## config.mk

```make
export PLATFORM = sky130hd
export DESIGN_NAME = rsri_top
export DESIGN_NICKNAME = d
export VERILOG_FILES = /design/src/logic/rsri_pkg.sv /design/src/logic/rsri_top.sv
export VERILOG_INCLUDE_DIRS = /design/src /design/src/logic
export SDC_FILE = /design/constraint.sdc
export NUM_CORES = 1
export LEC_CHECK = 0
export BUFFER_PORTS_ARGS = -buffer_cell sky130_fd_sc_hd__buf_4
export CORE_AREA = 2 2 144 146
export DETAILED_ROUTE_END_ITERATION = 6
export DIE_AREA = 0 0 146 148
export PLACE_DENSITY_LB_ADDON = 0.25
export SYNTH_ARGS = -nofsm -noshare
export SYNTH_HDL_FRONTEND = slang
export SYNTH_SLANG_ARGS = --single-unit
```

## constraint.sdc

```tcl
create_clock -name i_ref_clk -period 9.4 [get_ports i_ref_clk]
set_clock_uncertainty 0.05 [all_clocks]
set_input_delay 0.94 -clock i_ref_clk [delete_from_list [all_inputs] [get_ports i_ref_clk]]
set_output_delay 0.94 -clock i_ref_clk [all_outputs]
set_load 0.01 [all_outputs]
```

## src/logic/rsri_cfg.svh

```systemverilog
// Behaviour
// (RULE1) A new buck voltage code is reached by a ramp paced by a three-bit rate.
// (RULE2) While a buck ramps, forced PWM is on regardless of the mode bit.
// (RULE3) Ramping uses two phases if forced, else phases follow the rate.
// (RULE4) After the ramp, mode follows load, the force-PWM bit and the two-phase bit.
// (RULE5) A linear voltage change marks its power-good unreliable for under 100 us; the code marks it for BLANK_CYC cycles, a full 100 us.
// (RULE6) A buck follows the pin only when its on bit and follow bit are set.
// (RULE7) Pin-following bucks wait their four-bit up or down delay after pin edges.
// (RULE8) Linear regulators follow the pin the same way with their own delays.
// (RULE9) Auxiliary outputs rise and fall after their own delays from pin edges.
// (RULE10) Delays apply to pin edges only; on-bit changes act at once.
// (RULE11) Writing one to the soft reset trigger starts a reset; it self clears.
// (RULE12) Soft reset turns everything off, restores defaults and reloads OTP settings.
// (RULE13) The host interface state is untouched by a soft reset.
// (RULE14) Undervoltage turns everything off at once and restores defaults.
// (RULE15) Leaving undervoltage runs a power-on reset, OTP load, then start-up.
// (RULE16) Events set flags; the interrupt pin stays low while any flag pends; the code keeps it high for flags masked by i_ilim_mask or the OTP mask.
// (RULE17) After a fault or soft reset the reset flag is set on next start-up.
// (RULE18) The reset flag mask comes from OTP during reset; masked means no flag.
// (RULE19) Current limit keeps running, sets a maskable flag, shows live status.
// (RULE20) A buck below threshold for 1 ms is turned off with a short flag.
// (RULE21) A linear regulator below threshold for 1 ms is turned off likewise.
// (RULE22) Overheat turns everything off and sets a flag that holds while hot.
// (RULE23) Pin toggles during a delay restart it toward the latest pin level.
`ifndef RSRI_CFG_SVH
`define RSRI_CFG_SVH
`define RSRI_CLK_MHZ 125
`define RSRI_STEP_US 1000
`define RSRI_SHORT_US 1000
`define RSRI_BLANK_US 100
`define RSRI_STEP_CYC (`RSRI_STEP_US * `RSRI_CLK_MHZ)
`define RSRI_SHORT_CYC (`RSRI_SHORT_US * `RSRI_CLK_MHZ)
`define RSRI_BLANK_CYC (`RSRI_BLANK_US * `RSRI_CLK_MHZ)
`define RSRI_LOAD_CYC 16
`define RSRI_RAMP_BASE_CYC 12'h010
`define RSRI_DUAL_MIN_RATE 3'h4
`define RSRI_FLG_ILIM 0
`define RSRI_FLG_SHORT 4
`define RSRI_FLG_HEAT 8
`define RSRI_FLG_RST 9
`define RSRI_FLG_W 10
`define RSRI_IRQ_N_RST 1'b1
`define RSRI_PEND_RST 1'b1
`endif

```

## src/logic/rsri_pkg.sv

```systemverilog
package rsri_pkg;
  typedef enum logic [1:0] {
    RSRI_ST_OFF = 2'b00,
    RSRI_ST_LOAD = 2'b01,
    RSRI_ST_RUN = 2'b10
  } rsri_state_t;
  typedef struct packed {
    logic on_bit;
    logic pin_follow_select;
    logic [3:0] power_up_wait;
    logic [3:0] power_down_wait;
  } rsri_chan_cfg_t;
  typedef struct packed {
    rsri_chan_cfg_t seq;
    logic buck_force_pwm;
    logic [2:0] buck_ramp_rate_select;
    logic [7:0] buck_voltage_code;
  } rsri_buck_cfg_t;
  typedef struct packed {
    rsri_chan_cfg_t seq;
    logic [4:0] linreg_voltage_code;
  } rsri_lin_cfg_t;
endpackage

```

## src/logic/rsri_top.sv

```systemverilog
`timescale 1ns/10ps
`include "rsri_cfg.svh"
module rsri_top
#(
  parameter int STEP_CYC = `RSRI_STEP_CYC,
  parameter int SHORT_CYC = `RSRI_SHORT_CYC,
  parameter int BLANK_CYC = `RSRI_BLANK_CYC,
  parameter int LOAD_CYC = `RSRI_LOAD_CYC
)
(
  input wire logic i_ref_clk,
  input wire logic i_rst_n,
  input wire logic i_en_pin,
  input wire rsri_pkg::rsri_buck_cfg_t [1:0] i_buck_cfg,
  input wire rsri_pkg::rsri_lin_cfg_t [1:0] i_lin_cfg,
  input wire rsri_pkg::rsri_chan_cfg_t [1:0] i_aux_cfg,
  input wire logic i_force_two_phase_pwm,
  input wire logic i_heavy_load,
  input wire logic i_soft_reset_trigger,
  input wire logic i_uvlo,
  input wire logic i_otp_reset_reg_mask,
  input wire logic i_overheat,
  input wire logic [3:0] i_ilim,
  input wire logic [3:0] i_ilim_mask,
  input wire logic [3:0] i_below_short,
  input wire logic [`RSRI_FLG_W-1:0] i_flag_clear,
  output logic [1:0] o_buck_on,
  output logic [1:0] o_linreg_on,
  output logic o_aux_output_one,
  output logic o_aux_output_two,
  output logic [1:0][7:0] o_buck_dac_code,
  output logic [1:0] o_buck_pwm_forced,
  output logic o_two_phase,
  output logic [1:0] o_lin_pg_unsure,
  output logic [`RSRI_FLG_W-1:0] o_flags,
  output logic [3:0] o_ilim_stat,
  output logic o_ready,
  output logic o_irq_out_n
);
  import rsri_pkg::*;

  localparam int TW = $clog2(STEP_CYC + 1);
  localparam int SW = $clog2(SHORT_CYC + 1);
  localparam int BW = $clog2(BLANK_CYC + 1);
  localparam int LW = $clog2(LOAD_CYC + 1);

  rsri_state_t state_q;
  logic [LW-1:0] load_cnt_q;
  logic pend_q;
  logic ready_q;
  logic otp_mask_q;
  logic srst_q;
  logic en_q;
  logic en_prev_q;
  logic tick_q;
  logic [TW-1:0] tick_cnt_q;
  logic [`RSRI_FLG_W-1:0] flags_q;
  logic [`RSRI_FLG_W-1:0] irq_mask;
  logic irq_n_q;
  logic [3:0] ilim_stat_q;
  logic [3:0] short_set;
  logic [5:0] chan_on;
  logic [5:0] chan_stop;
  logic [1:0] ramp_q;
  logic [1:0] pwm_q;
  logic two_q;
  logic rst_set;
  logic load_done;
  logic halt;
  logic rise;
  logic fall;
  rsri_chan_cfg_t [5:0] cc;

  assign cc = {i_aux_cfg, i_lin_cfg[1].seq, i_lin_cfg[0].seq,
               i_buck_cfg[1].seq, i_buck_cfg[0].seq};
  assign halt = (state_q != RSRI_ST_RUN) | srst_q | i_uvlo | i_overheat;
  assign rise = en_q & ~en_prev_q;
  assign fall = ~en_q & en_prev_q;
  assign load_done = (state_q == RSRI_ST_LOAD) && (load_cnt_q == LW'(LOAD_CYC - 1));
  assign rst_set = load_done & pend_q & ~otp_mask_q;
  assign chan_stop = {2'b00, flags_q[`RSRI_FLG_SHORT+3:`RSRI_FLG_SHORT]};
  assign irq_mask = {otp_mask_q, 5'h00, i_ilim_mask};

  // ---------------------------------------------
  // Reset sequencing
  // ---------------------------------------------
  always_ff @(posedge i_ref_clk)
  begin
    if (!i_rst_n)
      srst_q <= 1'b0;
    else
      srst_q <= i_soft_reset_trigger; // [RULE11] [RULE13]
  end

  always_ff @(posedge i_ref_clk)
  begin
    if (!i_rst_n)
    begin
      state_q <= RSRI_ST_OFF;
      load_cnt_q <= '0;
      pend_q <= `RSRI_PEND_RST;
      otp_mask_q <= 1'b0;
      ready_q <= 1'b0;
    end
    else if (i_uvlo || i_overheat)
    begin
      state_q <= RSRI_ST_OFF; // [RULE14] [RULE22]
      ready_q <= 1'b0;
      load_cnt_q <= '0;
      pend_q <= 1'b1; // [RULE17]
    end
    else if (srst_q)
    begin
      state_q <= RSRI_ST_LOAD; // [RULE12]
      ready_q <= 1'b0;
      load_cnt_q <= '0;
      pend_q <= 1'b1; // [RULE17]
    end
    else
    begin
      case (state_q)
        RSRI_ST_OFF:
        begin
          state_q <= RSRI_ST_LOAD; // [RULE15]
          load_cnt_q <= '0;
        end
        RSRI_ST_LOAD:
        begin
          otp_mask_q <= i_otp_reset_reg_mask; // [RULE18]
          load_cnt_q <= load_cnt_q + LW'(1);
          if (load_done)
          begin
            state_q <= RSRI_ST_RUN;
            pend_q <= 1'b0;
            ready_q <= 1'b1;
          end
        end
        RSRI_ST_RUN:
          state_q <= RSRI_ST_RUN;
        default:
        begin
          state_q <= RSRI_ST_OFF;
          ready_q <= 1'b0;
        end
      endcase
    end
  end

  assign o_ready = ready_q;

  // ---------------------------------------------
  // Pin sampling and delay step tick
  // ---------------------------------------------
  always_ff @(posedge i_ref_clk)
  begin
    if (!i_rst_n)
    begin
      en_q <= 1'b0;
      en_prev_q <= 1'b0;
    end
    else
    begin
      en_q <= i_en_pin;
      en_prev_q <= halt ? 1'b0 : en_q; // [RULE15]
    end
  end

  always_ff @(posedge i_ref_clk)
  begin
    if (!i_rst_n || tick_cnt_q == TW'(STEP_CYC - 1))
      tick_cnt_q <= '0;
    else
      tick_cnt_q <= tick_cnt_q + TW'(1);
  end

  always_ff @(posedge i_ref_clk)
  begin
    if (!i_rst_n)
      tick_q <= 1'b0;
    else
      tick_q <= (tick_cnt_q == TW'(STEP_CYC - 1));
  end

  // ---------------------------------------------
  // Per-output enable sequencing
  // ---------------------------------------------
  for (genvar g = 0; g < 6; g++)
  begin : g_ch
    logic on_q;
    logic pnd_q;
    logic [3:0] cnt_q;
    logic [3:0] wait_v;

    assign wait_v = rise ? cc[g].power_up_wait : cc[g].power_down_wait;
    assign chan_on[g] = on_q;

    always_ff @(posedge i_ref_clk)
    begin
      if (!i_rst_n || halt || chan_stop[g])
      begin
        on_q <= 1'b0;
        pnd_q <= 1'b0;
        cnt_q <= 4'h0;
      end
      else if (!cc[g].on_bit)
      begin
        on_q <= 1'b0; // [RULE6] [RULE10]
        pnd_q <= 1'b0;
      end
      else if (!cc[g].pin_follow_select)
      begin
        on_q <= 1'b1; // [RULE10]
        pnd_q <= 1'b0;
      end
      else if (rise || fall)
      begin
        if (wait_v == 4'h0)
        begin
          on_q <= en_q;
          pnd_q <= 1'b0;
        end
        else
        begin
          cnt_q <= wait_v; // [RULE7] [RULE8] [RULE9] [RULE23]
          pnd_q <= 1'b1;
        end
      end
      else if (pnd_q && tick_q)
      begin
        cnt_q <= cnt_q - 4'h1;
        if (cnt_q == 4'h1)
        begin
          on_q <= en_q; // [RULE7] [RULE8] [RULE9]
          pnd_q <= 1'b0;
        end
      end
    end

    if (g < 4)
    begin : g_sc
      logic [SW-1:0] sc_q;
      always_ff @(posedge i_ref_clk)
      begin
        if (!i_rst_n || !on_q || !i_below_short[g])
          sc_q <= '0;
        else if (sc_q != SW'(SHORT_CYC - 1))
          sc_q <= sc_q + SW'(1);
      end
      assign short_set[g] = on_q & i_below_short[g] & (sc_q == SW'(SHORT_CYC - 1)); // [RULE20] [RULE21]

    end
  end

  assign o_buck_on = chan_on[1:0];
  assign o_linreg_on = chan_on[3:2];
  assign o_aux_output_one = chan_on[4];
  assign o_aux_output_two = chan_on[5];

  // ---------------------------------------------
  // Buck voltage ramp and mode
  // ---------------------------------------------
  for (genvar b = 0; b < 2; b++)
  begin : g_ramp
    logic [7:0] dac_q;
    logic [11:0] rcnt_q;
    logic [7:0] tgt;

    assign tgt = i_buck_cfg[b].buck_voltage_code;
    assign o_buck_dac_code[b] = dac_q;

    always_ff @(posedge i_ref_clk)
    begin
      if (!i_rst_n || !chan_on[b])
      begin
        dac_q <= tgt;
        rcnt_q <= 12'h000;
        ramp_q[b] <= 1'b0;
      end
      else if (dac_q == tgt)
        ramp_q[b] <= 1'b0; // [RULE4]
      else
      begin
        ramp_q[b] <= 1'b1;
        if (rcnt_q != 12'h000)
          rcnt_q <= rcnt_q - 12'h001;
        else
        begin
          rcnt_q <= `RSRI_RAMP_BASE_CYC << (3'h7 - i_buck_cfg[b].buck_ramp_rate_select); // [RULE1]
          dac_q <= (dac_q < tgt) ? dac_q + 8'h01 : dac_q - 8'h01; // [RULE1]
        end
      end
    end

    always_ff @(posedge i_ref_clk)
    begin
      if (!i_rst_n)
        pwm_q[b] <= 1'b0;
      else
        pwm_q[b] <= ramp_q[b] | i_buck_cfg[b].buck_force_pwm; // [RULE2] [RULE4]
    end

  end

  always_ff @(posedge i_ref_clk)
  begin
    if (!i_rst_n)
      two_q <= 1'b0;
    else if (ramp_q[0])
      two_q <= i_force_two_phase_pwm | // [RULE3]
               (i_buck_cfg[0].buck_ramp_rate_select >= `RSRI_DUAL_MIN_RATE);
    else
      two_q <= i_force_two_phase_pwm | i_heavy_load; // [RULE4]
  end

  assign o_buck_pwm_forced = pwm_q;
  assign o_two_phase = two_q;

  // ---------------------------------------------
  // Linear power-good blanking
  // ---------------------------------------------
  for (genvar l = 0; l < 2; l++)
  begin : g_blank
    logic [4:0] code_q;
    logic [BW-1:0] bc_q;
    logic uns_q;

    always_ff @(posedge i_ref_clk)
    begin
      if (!i_rst_n)
      begin
        code_q <= 5'h00;
        bc_q <= '0;
        uns_q <= 1'b0;
      end
      else
      begin
        code_q <= i_lin_cfg[l].linreg_voltage_code;
        if (chan_on[2+l] && code_q != i_lin_cfg[l].linreg_voltage_code)
        begin
          bc_q <= BW'(BLANK_CYC); // [RULE5]
          uns_q <= 1'b1;
        end
        else if (bc_q != '0)
        begin
          bc_q <= bc_q - BW'(1);
          uns_q <= (bc_q != BW'(1));
        end
        else
          uns_q <= 1'b0;
      end
    end
    assign o_lin_pg_unsure[l] = uns_q;
  end

  // ---------------------------------------------
  // Flags and interrupt pin
  // ---------------------------------------------
  always_ff @(posedge i_ref_clk)
  begin
    if (!i_rst_n || i_uvlo || srst_q)
      flags_q <= '0; // [RULE12] [RULE14]
    else
      flags_q <= (flags_q & ~i_flag_clear) | // [RULE19] [RULE22]
                 {rst_set, i_overheat, short_set, i_ilim}; // [RULE16] [RULE17]
  end

  always_ff @(posedge i_ref_clk)
  begin
    if (!i_rst_n)
      ilim_stat_q <= 4'h0;
    else
      ilim_stat_q <= i_ilim; // [RULE19]
  end

  always_ff @(posedge i_ref_clk)
  begin
    if (!i_rst_n)
      irq_n_q <= `RSRI_IRQ_N_RST;
    else
      irq_n_q <= ~|(flags_q & ~irq_mask); // [RULE16] [RULE18]
  end

  assign o_flags = flags_q;
  assign o_ilim_stat = ilim_stat_q;
  assign o_irq_out_n = irq_n_q;
endmodule

```

# Word level (Yosys, flattened, before mapping)
# Index checks and enable logic that the tools add are counted.
dict set report word_totals {
  inputBits 125
  reg_bits 235
}
dict set report op_classes {
  muxes 105
  reduce_logical 105
  n_bitwise 43
  n_addsub 22
  eq_ne 55
  magnitude_cmp 3
  n_shift 2
}
# cell count
set ops {}
lappend ops {{$mux 4} 24}
lappend ops {{$add 17x1->17 const B} 5}
lappend ops {{$eq 17x17->1 const B} 5}
lappend ops {{$ne 17x17->1 const B} 4}
lappend ops {{$mux 8} 8}
lappend ops {{$mux 1} 63}
lappend ops {{$mux 14} 4}
lappend ops {{$ne 3x1->1 const B} 12}
lappend ops {{$reduce_bool 2->1} 15}
lappend ops {{$ne 14x1->1 const B} 2}
lappend ops {{$reduce_bool 14->1} 2}
lappend ops {{$sub 14x1->14 const B} 2}
lappend ops {{$eq 4x1->1 const B} 6}
lappend ops {{$logic_not 4->1} 6}
lappend ops {{$mux 12} 2}
lappend ops {{$ne 2x2->1 const B} 12}
lappend ops {{$reduce_and 4->1} 6}
lappend ops {{$reduce_bool 12->1} 2}
lappend ops {{$shl 5x3->12 const A} 2}
lappend ops {{$sub 12x1->12 const B} 2}
lappend ops {{$sub 4x1->4 const B} 6}
lappend ops {{$reduce_or 2->1} 11}
lappend ops {{$reduce_and 3->1} 7}
lappend ops {{$reduce_or 3->1} 7}
lappend ops {{29 further kinds} 120}

# Logic depth before layout (Yosys ltp)
# Gate-level depths: netlist of run 1.
dict set report depth {
  ltp_word 7
  ltp_mapped 13
}

# Worst setup path before layout of run 1
# Ideal clock, no wire load.
dict set report synth_timing {
  kind {input -> register}
  from {input port i_buck_cfg[23] in the netlist's numbering}
  to {register g_ramp[1].dac_q[6] (data pin)}
  t_required_ns 9.081
  t_arrival_ns 3.213
  setup_slack_ns 5.868
  n_path_buf 0
  path_stages 13
  cell_sequence {inv_1 ha_1 nor2b_1 o211ai_1 a21oi_1 a211o_1 fa_1 a21o_1 a21oi_1 o21bai_1 a21oi_1 xor2_1 o21ai_0}
}
dict set report synth_between {
  elab_chain_cells 5
}
# element line
set synth_lines {}
lappend synth_lines {{start: declaration} rsri_top.sv:14} ;# input wire rsri_pkg::rsri_buck_cfg_t [1:0] i_buck_cfg,
lappend synth_lines {{$lt 8x8->1} rsri_top.sv:289} ;# dac_q <= (dac_q < tgt) ? dac_q + 8'h01 : dac_q - 8'h01;
lappend synth_lines {{$mux 8} rsri_top.sv:289}
lappend synth_lines {{$mux 8} rsri_top.sv:284} ;# if (rcnt_q != 12'h000)
lappend synth_lines {{$mux 8} rsri_top.sv:279} ;# else if (dac_q == tgt)
lappend synth_lines {{$mux 8} rsri_top.sv:273} ;# if (!i_rst_n || !chan_on[b])
lappend synth_lines {{end signal: assignment} rsri_top.sv:275} ;# dac_q <= tgt;
lappend synth_lines {{end signal: assignment} rsri_top.sv:289}
lappend synth_lines {{end: declaration} rsri_top.sv:264} ;# logic [7:0] dac_q;
# No other way between the ends. The select of a mux whose other input is x is not followed.
# A chain may end at the register's enable or synchronous reset.

# Worst setup path after layout of run 1
dict set report layout_timing {
  from {input port i_buck_cfg[3] in the netlist's numbering}
  to {register g_ramp[0].dac_q[7] (data pin)}
}
dict set report layout_between {
  elab_chain_cells 5
}
# element line
set layout_lines {}
lappend layout_lines {{$lt 8x8->1} rsri_top.sv:289}
lappend layout_lines {{$mux 8} rsri_top.sv:289}
lappend layout_lines {{$mux 8} rsri_top.sv:284}
lappend layout_lines {{$mux 8} rsri_top.sv:279}
lappend layout_lines {{$mux 8} rsri_top.sv:273}
lappend layout_lines {{end signal: assignment} rsri_top.sv:275}
lappend layout_lines {{end signal: assignment} rsri_top.sv:289}
lappend layout_lines {{end: declaration} rsri_top.sv:264}
# No other way between the ends. The select of a mux whose other input is x is not followed.

==> results of run 1 <==
==> power groups by stage <==
stage	Sequential [uW]	Combinational (uW)	Clock, uW
finish	1120	513	935
global route	1130	580	993
CTS	1120	511	957
detailed placement	1140	505	0
global placement	1140	488	0
floorplan	1130	375	0
==> worst register-to-register path, stage by stage (launching register included) <==
cell and delay (ps):
edfxtp_1 440, ha_1 330, nand2_1 90, o21bai_1 160, a211oi_1 360, or2_2 290, ha_1 290, a211oi_1 450
o21ai_0 160, a31oi_1 240, nand2_1 70, o311ai_0 330
==> area by class of cell <==
type / instances / area share, %
clock buffers: 39 / 5.14
clock inverters: 5 / 0.232
inverters: 63 / 1.62
multi-input cells: 1121 / 48.5
flip-flops and latches: 235 / 33.4
well taps: 270 / 2.32
repair buffers: 171 / 8.81
==> metal layers <==
| layer | routed length, um | part of all wire, % | vias up |
|---|---|---|---|
| li1 | - | - | 5480 |
| met1 | 12900 | 45 | 5134 |
| met2 | 13700 | 48 | 281 |
| met3 | 1510 | 5.2 | 59 |
| met4 | 726 | 2.5 | 0 |
| met5 | 0 | 0 | - |
==> how the worst max path moves through the flow <==
stage | to
after global routing | g_ramp[0].dac_q[7]
after floorplan | g_ramp[1].dac_q[6]
after detailed placement | g_ramp[0].dac_q[5]
final | g_ramp[0].dac_q[7]
after global placement | g_ramp[1].dac_q[6]
after CTS | g_ramp[0].dac_q[7]
==> synth_stat cells (all sizes together), types with 7 or more instances <==
master,number,area share (%)
buf,15,0.71
or4,12,0.79
nand2,131,4.0
nand3,60,2.4
a21boi,12,0.73
clkbuf,36,1.1
xnor2,40,2.8
nand3b,8,0.48
nor3,43,1.9
nand2b,12,0.61
nor3b,7,0.42
dfxtp,219,35
nor2,185,5.6
and3,19,0.96
and4,8,0.57
and2,27,1.4
or3,16,0.81
a21o,10,0.61
o31ai,8,0.48
a21oi,100,4.0
a211oi,23,1.4
nor2b,20,1.0
edfxtp,16,3.9
inv,63,1.9
mux2i,32,2.6
nand4b,9,0.64
o21ai,73,3.0
xor2,64,4.5
o22ai,9,0.45
nand4,27,1.4
nor4b,7,0.50
nor4,22,1.2
ha,61,6.2
o21a,7,0.42
==> cells by family (layout without fill, tap and decap cells) <==
group | after synthesis | count (layout)
flops | 235 | 235
buf+inv | 114 | 278
simple gates | 630 | 630
compound gates | 287 | 287
fa+ha+maj | 63 | 63
mux | 36 | 36
xor+xnor | 105 | 105
==> flip-flops by register name, indices dropped and copies added (netlist names), 4 cells and up <==
name,flops
g_ch.g_sc.sc_q,68
g_blank.bc_q,28
g_ch.on_q,4
o_ilim_stat,4
load_cnt_q,5
g_ch.pnd_q,6
o_flags,10
g_ramp.dac_q,16
tick_cnt_q,17
g_blank.code_q,10
g_ramp.rcnt_q,24
g_ch.cnt_q,24
==> per-stage QoR <==
step | worst slack [ps] | total power, uW | util, % | hold slack, ps
finish | 5830 | 2570 | 72.7 | 397
global route | 5600 | 2700 | 72.7 | 425
CTS | 5930 | 2590 | 72.7 | 398
detailed placement | 5400 | 1640 | 68.8 | 373
global placement | 5560 | 1630 | 68.8 | 374
floorplan | 5870 | 1510 | - | 355
==> results.txt, run 1 <==
----------------------------------------------------
[Status]
  Status ... complete, no violations

[STA]
  Ratio of final minimum period to clock period ... 37.9%
  Slew at the pin closest to its max-slew limit ... 1260 ps
  Setup Total Neg Slack ... 0 ps
  Unrepaired setup endpoints after global routing ... no
  Slew Limit Headroom ... 15.2%
  Final period demand of the worst path ... 3570 ps
  Final count of hold timing violations ... 0
  Total count of max-transition violations in the final report ... 0
  Max Fclk ... 0.280 GHz
  Number of setup violations in the final report ... 0

[Critical path]
  Slack of the worst reg-to-reg path ... 5910 ps
  Setup crit start kind ... primary input
  Worst setup path category ... in2reg
  Family with the most delay on the worst path ... compound AO/OA/AOI/OAI gates
  Worst Path Max Fanout ... 8
  Arrival time of data at the critical path endpoint ... 3820 ps
  First element of the critical path ... i_buck_cfg[3]
  Data required time of the critical path ... 9650 ps
  Bufs and invs on worst path ... 2
  Cell chain of the critical path ... buf_4, inv_1, ha_1, nand2_1, o21bai_1, a211oi_1, or2_2, ha_1, a211oi_1, o21ai_0, a31oi_1, nand2_1, o311ai_0
  Launch instance of the worst register-to-register path ... g_ramp[0].dac_q[3]
  Worst Setup End Kind ... register
  R2r worst-path depth ... 11
  Slowest stage delay, CP ... 450 ps
  Slowest stage cell, crit path ... a211oi_1
  Total number of cells along the worst setup path ... 13
  Reg-to-reg endpoint ... g_ramp[0].dac_q[7]

[Power]
  Clock power share ... 36.4%
  Sw Pwr ... 710 uW
  Maximum VDD drop ... 0.232 mV
  Internal Power ... 1860 uW
  Relative contribution of combinational cells to total power ... 20.0%
  Reported leakage power ... 0.00584 uW
  Power density over the cells ... 176 nW/um^2
  Sw frac ... 27.7%
  Portion of total power attributed to sequential cells ... 43.6%

[Yosys]
  Net count of the mapped netlist ... 1658
  Post-Syn Area per Cell ... 8.42 um^2
  #FFs+latches synth ... 235
  Post-Synth Simple-Gate Area ... 25.9%
  Portion of the post-synthesis area used by sequential elements ... 39.3%
  Share of synthesized flip-flops with an asynchronous set or reset ... 0%
  EDFF count, synth ... 16
  Share of cell area taken by muxes after synthesis ... 2.95%
  Main combinational cell family by area after synthesis ... simple AND/OR/NAND/NOR gates
  Synth Cell Area ... 12400 um^2
  Netlist cell types ... 71
  Adder-cell share of the synthesized area ... 6.49%
  Synthesis warning total ... 0
  Complex-gate fraction of the synthesized area ... 14.2%
  Gate count of the mapped netlist ... 1470
  Top flip-flop cell by instance count after synthesis ... dfxtp_1
  Area share of xor/xnor cells in the synthesized design ... 7.54%

[Global routing]
  GR met1 Demand/Resource ... 33.9%
  Vias in the first global route ... 10400
  GR Overflow Total ... 0
  Overall routing resource usage ... 25.9%
  Wire length of the first global-routing pass ... 48100 um
  Met3 track demand over resource ... 3.49%
  Initial antenna violation count ... 0
  GR Layer Usage met2 ... 45.0%
  Maximum number of pins on one net before global-route repair ... 69
  Routing layer with the top usage in global route ... met2

[Finish]
  Commonest non-fill, non-tap cells in the layout ... dfxtp_1, nor2_1, buf_4
  Total non-filler cell area in the finished layout ... 14600 um^2
  Filler cell count ... 1595
  Count of inserted antenna diode cells ... 0
  Nets ... 1805
  Area taken by multi-input logic gates ... 7060 um^2
  Share of layout cells above drive strength 1 ... 14.4%
  Most common cell after layout, fill and taps aside ... dfxtp_1
  Sequential cell area ... 4860 um^2
  Area growth, synth to finish ... 17.6%
  Final non-filler cell total ... 1904

[CTS]
  Clk root buf ... clkbuf_16
  Postcts setup bufs ... 0
  TritonCTS Buffers ... 25
  # clock sinks ... 235
  Number of buffers on the longest clock path ... 3
  Clock tree from TritonCTS ... built
  Hold Buf Count CTS ... 0
  Clock insertion delay at the later pin of the skew report ... 520 ps
  Clock-pin slew on the worst setup and hold paths ... 60 ps
  Total number of H-tree levels ... 1
  Post-CTS resize count ... 0

[Place]
  Placed cell areas ... 13800 um^2
  Hpwl dp ... 20400 um
  Final Wtd Congestion ... 0.909
  Instance count after placement with tap cells included ... 1860
  Input/output buffers ... 167

[Hold path]
  Origin of the worst min-delay path ... tick_cnt_q[0]
  Path type of the worst min-delay path ... reg2reg
  Endpoint with the worst hold slack ... tick_cnt_q[0]
  Hold path cells ... 1

[Die]
  Initial standard-cell utilization of the core ... 61.8%
  Overall die width ... 146 um
  Die H ... 148 um
  Total die area ... 21600 um^2
  Rows ... 52
  Number of ports placed on the die boundary ... 168
  Placeable core area ... 20000 um^2

[Drt]
  DR pass1 iterations ... 5
  Total length of routed wires ... 28800 um
  Via total after detailed routing ... 11000
  Final antenna-violating net count ... 0
  Remaining design rule violation count ... 0
  Vias per cell ... 5.75
  Iteration-0 DRC Markers ... 623
  Detailed-route wire length per cell ... 15.1 um

[Flow run]
  Maxcap violations ... 0

----------------------------------------------------
No activity file was read; power rests on OpenSTA's default activity.
==> run 2, diff against run 1 <==
ABC_AREA = 1   (was default)
CORE_AREA = 2 2 163 165   (was 2 2 144 146)
DIE_AREA = 0 0 165 167   (was 0 0 146 148)
clock period = 3 ns   (was 9.4 ns; I/O delays follow)
==> run 2 against run 1 <==
Compared with the run above: cell area rose by 13%; register-to-register slack got worse by 5700 ps; die area rose by 28%; non-clock buffer count rose by 61; power rose to 3.5 times the previous value; count of clock-buffer cells in the layout fell by 1; critical path type is now reg2reg; largest power group unchanged; highest routed layer unchanged.
==> results.txt, run 2 <==
----------------------------------------------------
[Finish]
  Final non-filler cell total ... 2570
  Largest registers ranked by flip-flop count ... g_ch.g_sc.sc_q x68, g_blank.bc_q x28
  Nets ... 2403
  Max FFs per register ... 68
  Area growth, synth to finish ... 22.2%
  Commonest non-fill, non-tap cells in the layout ... nand2_1, inv_1, nor2_1
  Count of inserted antenna diode cells ... 0
  Register containing the most flip-flops in the final layout ... g_ch.g_sc.sc_q
  Share of layout cells above drive strength 1 ... 14.1%
  Most common cell after layout, fill and taps aside ... nand2_1

[Critical path]
  Launch instance of the worst register-to-register path ... g_ramp[1].dac_q[5]
  Slowest stage cell, crit path ... edfxtp_1
  First element of the critical path ... g_ramp[1].dac_q[5]
  R2r worst-path depth ... 13
  Setup crit start kind ... register
  Data required time of the critical path ... 3220 ps
  Reg-to-reg endpoint ... g_ramp[1].dac_q[6]
  Slack of the worst reg-to-reg path ... 170 ps
  Worst Setup End Kind ... register
  Worst path most repeated cell ... nand2_1
  Cell chain of the critical path ... ha_1, a21oi_1, nor2_1, nor2_2, nand2_2, ha_1, nand2_1, nand2_1, nand2_1, nand3_1, or2_2, nand3_1, o21ai_0
  Slowest stage delay, CP ... 460 ps
  Arrival time of data at the critical path endpoint ... 3050 ps
  Worst setup path category ... reg2reg
  Worst setup path endpoint ... g_ramp[1].dac_q[6]
  Worst Path Max Fanout ... 5

[STA]
  Number of setup violations in the final report ... 0
  Ratio of final minimum period to clock period ... 94.3%
  Final period demand of the worst path ... 2830 ps
  Final count of hold timing violations ... 0
  Unrepaired setup endpoints after global routing ... no
  Max Fclk ... 0.353 GHz
  Slew at the pin closest to its max-slew limit ... 749 ps
  Slew Limit Headroom ... 50.0%
  Total count of max-transition violations in the final report ... 0
  Worst hold slack across all endpoints ... 16.4 ps

[Yosys]
  Fraction of post-synthesis cell area in the top cell type by area ... 32.5%
  Top flip-flop cell by instance count after synthesis ... dfxtp_1
  #FFs+latches synth ... 235
  Most instantiated library cell after synthesis ... nand2_1
  EDFF count, synth ... 16
  Top post-synthesis cells by area ... dfxtp_1, nand2_1, inv_1
  Synth Cell Area ... 13500 um^2
  Portion of the post-synthesis area used by sequential elements ... 36.1%
  Gate count of the mapped netlist ... 1992
  Synthesis warning total ... 0
  Net count of the mapped netlist ... 2180
  Cell taking the most area after synthesis ... dfxtp_1
  Netlist cell types ... 48
  Post-Syn Area per Cell ... 6.77 um^2
  Top cell types by occurrence after synthesis ... nand2_1, inv_1, nor2_1
  Share of synthesized flip-flops with an asynchronous set or reset ... 0%

[CTS]
  TritonCTS Buffers ... 27
  Clock tree from TritonCTS ... built
  # clock sinks ... 235
  Number of buffers on the longest clock path ... 3
  Total number of H-tree levels ... 1
  Clock-pin slew on the worst setup and hold paths ... 60 ps
  Clk root buf ... clkbuf_16
  Clock insertion delay at the later pin of the skew report ... 530 ps

[Power]
  Clock power share ... 38.3%
  Total Power Consumption ... 8920 uW
  Power density over the cells ... 541 nW/um^2
  Relative contribution of combinational cells to total power ... 22.1%
  Portion of total power attributed to sequential cells ... 39.5%
  Internal Power ... 6310 uW
  Sw Pwr ... 2620 uW
  Reported leakage power ... 0.00751 uW
  Sw frac ... 29.3%
  Maximum VDD drop ... 0.446 mV

[Status]
  Status ... complete, no violations

[Global routing]
  Maximum number of pins on one net before global-route repair ... 40
  Initial antenna violation count ... 0
  GR Overflow Total ... 0
  Overall routing resource usage ... 23.3%
  Vias in the first global route ... 12100
  Wire length of the first global-routing pass ... 54300 um

[Place]
  Hpwl dp ... 23900 um
  Instance count after placement with tap cells included ... 2469
  Input/output buffers ... 167
  Final Wtd Congestion ... 0.917

[Drt]
  Detailed-route wire length per cell ... 12.7 um
  Final antenna-violating net count ... 0
  DR pass1 iterations ... 7
  Total length of routed wires ... 32700 um
  Via total after detailed routing ... 13200
  Iteration-0 DRC Markers ... 828
  Vias per cell ... 5.13
  Remaining design rule violation count ... 0

[Die]
  Rows ... 59
  Placeable core area ... 25800 um^2
  Total die area ... 27600 um^2
  Overall die width ... 165 um
  Initial standard-cell utilization of the core ... 52.3%
  Number of ports placed on the die boundary ... 168
  Die H ... 167 um

[Flow run]
  Maxcap violations ... 0

[Hold path]
  Path type of the worst min-delay path ... in2reg

----------------------------------------------------
run 2: cell types whose count changed after synthesis, sizes merged, moves of 26 or more:
cell   delta
a21oi    +63
and2     -27
inv     +216
mux2i    -32
nand2   +381
nand3    +91
nor2     +75
o21ai    +26
xnor2    -28
xor2     -30
run 2: area by class of cell:
class | instances | area (um^2)
fill | 2311 | 9280
multi-input combinational | 1438 | 7340
sequential | 235 | 4860
timing repair buffer | 232 | 1860
inverter | 281 | 1060
clock buffer | 38 | 798
tap | 335 | 419
clock inverter | 11 | 136
run 2: logic make-up after synthesis:
kind of cell,synth area share [%]
and+or+nand+nor,33.8
adders and majority gates,5.96
buffers and inverters,9.60
xor gates and xnor gates,2.99
AOI/OAI and AO/OA,11.6
DFF,36.1
run 2: power groups by stage:
| stage | Combinational [uW] | Clock [uW] | Sequential, uW |
|---|---|---|---|
| finish | 1970 | 3420 | 3530 |
| global route | 2250 | 3610 | 3550 |
| CTS | 1950 | 3480 | 3520 |
| detailed placement | 1890 | 0 | 3590 |
| global placement | 1850 | 0 | 3580 |
| floorplan | 1450 | 0 | 3560 |
run 2: metal layers:
layer	routed length (um)	part of all wire [%]	GRT usage, %	vias up
met5	0	0	0	-
met4	613	1.9	5.33	0
met3	1640	5.0	3.24	51
met2	15700	48	40.9	301
li1	-	-	-	6857
met1	14800	45	30.0	5967
run 2: worst max-delay path: cells and delay by family (launching register included):
family | cells | cell delay (ps)
adder cells (fa/ha/maj) | 2 | 700
flip-flops | 1 | 460
AND/OR/NAND/NOR | 9 | 1090
AO/OA/AOI/OAI | 2 | 260
run 2: worst min path at each step:
stage	startpoint	endpoint	slack, ps	cells after the start
finish	i_buck_cfg[25]	g_ramp[1].dac_q[3]	20	3
global route	i_flag_clear[2]	o_flags[2]	20	4
CTS	i_flag_clear[3]	o_flags[3]	2	4
detailed placement	ramp_q[1]	o_buck_pwm_forced[1]	390	2
global placement	tick_cnt_q[0]	tick_cnt_q[0]	380	1
floorplan	i_en_pin	en_q	350	2
run 2: metrics by stage:
step	setup slack, ps	cell area [um^2]	setup TNS [ps]	utilization, %
2_1_floorplan	333	13500	0	-
5_1_grt	24.6	16500	0	64.0
3_5_place_dp	-8.80	15000	-8.80	58.3
4_1_cts	105	16400	0	63.8
6_report	171	16500	0	64.0
3_3_place_gp	185	15000	0	58.3
run 2: repair_timing:
item,CTS,global route
gates resized for setup,1,2
cloned,0,1
hold endpoints to repair,42,0
hold buffers,48,0
pin swaps,0,1
setup buffers,0,3
endpoints found under the setup margin,1,6
==> run 3, diff against run 2 <==
BUFFER_PORTS_ARGS = -buffer_cell sky130_fd_sc_hd__buf_2   (was -buffer_cell sky130_fd_sc_hd__buf_4)
==> run 3 against run 2 <==
Compared with the run above: fmax is 1.4% lower; hold slack better by 5.8 ps; core utilization is 1.7 points lower; setup slack worse by 39 ps; critical path depth is 3 lower; critical path type unchanged; wire length is 0.44% lower; count of clock-buffer cells in the layout is 5 lower; register-to-register slack worse by 40 ps; sequential share of layout area is 0.81 points higher; final cell count is 0.19% lower; non-clock buffer count is 1 lower; cell area is 2.7% lower; largest power group unchanged.
==> results.txt, run 3 (synthesis gave the netlist of run 2 again) <==
----------------------------------------------------
[Critical path]
  Reg-to-reg endpoint ... g_ramp[0].dac_q[5]
  Launch instance of the worst register-to-register path ... g_ramp[0].dac_q[7]
  Worst Setup End Kind ... register
  Slowest stage delay, CP ... 470 ps
  Slack of the worst reg-to-reg path ... 130 ps
  Data required time of the critical path ... 3210 ps
  Worst setup path category ... reg2reg
  Cell chain of the critical path ... ha_1, a21o_1, nor2_1, nand2_2, ha_1, a21oi_1, nand2_1, a21oi_1, xor2_1, o21ai_0
  Worst Path Max Fanout ... 10
  Arrival time of data at the critical path endpoint ... 3080 ps
  R2r worst-path depth ... 10
  Slowest stage cell, crit path ... edfxtp_1
  Setup crit start kind ... register

[Power]
  Portion of total power attributed to sequential cells ... 39.5%
  Relative contribution of combinational cells to total power ... 21.6%
  Power density over the cells ... 556 nW/um^2
  Clock power share ... 38.9%
  Reported leakage power ... 0.00738 uW
  Maximum VDD drop ... 0.465 mV
  Sw frac ... 29.3%
  Internal Power ... 6300 uW
  Sw Pwr ... 2610 uW

[Die]
  Initial standard-cell utilization of the core ... 52.3%
  Die H ... 167 um
  Total die area ... 27600 um^2
  Number of ports placed on the die boundary ... 168
  Rows ... 59
  Placeable core area ... 25800 um^2
  Overall die width ... 165 um

[Global routing]
  Overall routing resource usage ... 23.4%
  Vias in the first global route ... 12400
  GR Layer Usage met2 ... 40.9%
  Wire length of the first global-routing pass ... 54600 um
  Initial antenna violation count ... 0
  Routing layer with the top usage in global route ... met2
  GR Overflow Total ... 0
  GR met1 Demand/Resource ... 29.7%
  Met3 track demand over resource ... 3.54%
  Maximum number of pins on one net before global-route repair ... 30

[CTS]
  Number of buffers on the longest clock path ... 3
  # clock sinks ... 235
  TritonCTS Buffers ... 27
  Clock tree from TritonCTS ... built
  Clock-pin slew on the worst setup and hold paths ... 60 ps
  Clk root buf ... clkbuf_16
  Clock insertion delay at the later pin of the skew report ... 530 ps
  Total number of H-tree levels ... 1

[Status]
  Status ... complete, no violations

[Drt]
  Iteration-0 DRC Markers ... 829
  DR pass1 iterations ... 7
  Final antenna-violating net count ... 0
  Remaining design rule violation count ... 0
  Vias per cell ... 5.15
  Total length of routed wires ... 32600 um
  Via total after detailed routing ... 13200
  Detailed-route wire length per cell ... 12.7 um

[Hold path]
  Path type of the worst min-delay path ... in2reg
  Hold path cells ... 3
  Endpoint with the worst hold slack ... g_ramp[1].dac_q[4]
  Origin of the worst min-delay path ... i_buck_cfg[26]

[Finish]
  Share of layout cells above drive strength 1 ... 14.3%
  Count of inserted antenna diode cells ... 0
  Most common cell after layout, fill and taps aside ... nand2_1
  Core Util, Final ... 62.3%
  Commonest non-fill, non-tap cells in the layout ... nand2_1, inv_1, nor2_1
  Area growth, synth to finish ... 19.0%
  Register containing the most flip-flops in the final layout ... g_ch.g_sc.sc_q
  Max FFs per register ... 68
  Largest registers ranked by flip-flop count ... g_ch.g_sc.sc_q x68, g_blank.bc_q x28
  Nets ... 2401

[STA]
  Setup Total Neg Slack ... 0 ps
  Slew at the pin closest to its max-slew limit ... 592 ps
  Slew Limit Headroom ... 60.4%
  Final count of hold timing violations ... 0
  Number of setup violations in the final report ... 0
  Final period demand of the worst path ... 2870 ps
  Max Fclk ... 0.349 GHz
  Total count of max-transition violations in the final report ... 0
  Ratio of final minimum period to clock period ... 95.6%

[Place]
  Final Wtd Congestion ... 0.908
  Hpwl dp ... 23900 um
  Input/output buffers ... 167

[Flow run]
  Maxcap violations ... 0

----------------------------------------------------
-- run 3: changes by cell type in the layout (fill, tap and decap cells not counted), moves of 2 or more --
cell and change:
clkbuf_8 -2, bufinv_16 +2, dlygate4sd3_1 -4, buf_4 -164, clkbuf_1 -2, buf_2 +167
-- run 3: worst max-delay path by stage --
stage / end / slack (ps) / cells past startpoint / from
6_report: g_ramp[0].dac_q[5] / 130 / 10 / g_ramp[0].dac_q[7]
4_1_cts: g_ramp[1].dac_q[5] / 20 / 11 / g_ramp[1].dac_q[5]
5_1_grt: g_ramp[0].dac_q[6] / -2 / 12 / g_ramp[0].dac_q[7]
3_5_place_dp: g_ramp[1].dac_q[5] / 40 / 11 / g_ramp[1].dac_q[5]
3_3_place_gp: g_ramp[1].dac_q[6] / 180 / 13 / g_ramp[1].dac_q[5]
2_1_floorplan: g_ramp[1].dac_q[6] / 330 / 12 / g_ramp[1].dac_q[7]
-- run 3: final cells by class --
| cell class | count | area (um^2) |
|---|---|---|
| fillers | 2398 | 9720 |
| multi-input cells | 1437 | 7330 |
| repair buffers | 231 | 1430 |
| clock buffers | 33 | 738 |
| clock inverters | 13 | 198 |
| inverters | 281 | 1060 |
| well taps | 335 | 419 |
| flip-flops and latches | 235 | 4860 |
-- run 3: power by group through the flow --
stage	combinational, uW	sequential (uW)	clock [uW]
global route	2200	3550	3670
CTS	1900	3520	3530
detailed placement	1840	3590	0
floorplan	1450	3560	0
global placement	1790	3580	0
finish	1920	3520	3470
-- run 3: critical path, delay by kind of cell (launching register included) --
kind | cells | cell delay (ps)
and+or+nand+nor | 3 | 530
AOI/OAI and AO/OA | 4 | 650
xor gates and xnor gates | 1 | 160
DFF | 1 | 470
adders and majority gates | 2 | 740
-- run 3: timing repair --
| item | in CTS | in global routing |
|---|---|---|
| gates resized for setup | 0 | 3 |
| buffers inserted | 0 | 5 |
| hold endpoints to repair | 38 | 0 |
| hold buffers | 44 | 0 |
| endpoints found under the setup margin | 0 | 9 |
-- run 3: through the flow --
| step | instance area [um^2] | setup WS [ps] | total power, uW | hold slack (ps) | cells |
|---|---|---|---|---|---|
| global placement | 14600 | 184 | 5370 | 380 | 2470 |
| global route | 16000 | -2.15 | 9410 | 14.5 | 2565 |
| floorplan | 13500 | 333 | 5010 | 348 | 1992 |
| CTS | 16000 | 15.8 | 8950 | 2.85 | 2560 |
| detailed placement | 14600 | 41.2 | 5430 | 395 | 2470 |
| finish | 16000 | 131 | 8910 | 22.2 | 2565 |
-- run 3: metal layers --
metal / part of all wire [%] / vias up
met1: 45 / 6014
met4: 2.5 / 0
met5: 0 / -
li1: - / 6844
met2: 47 / 290
met3: 5.2 / 61
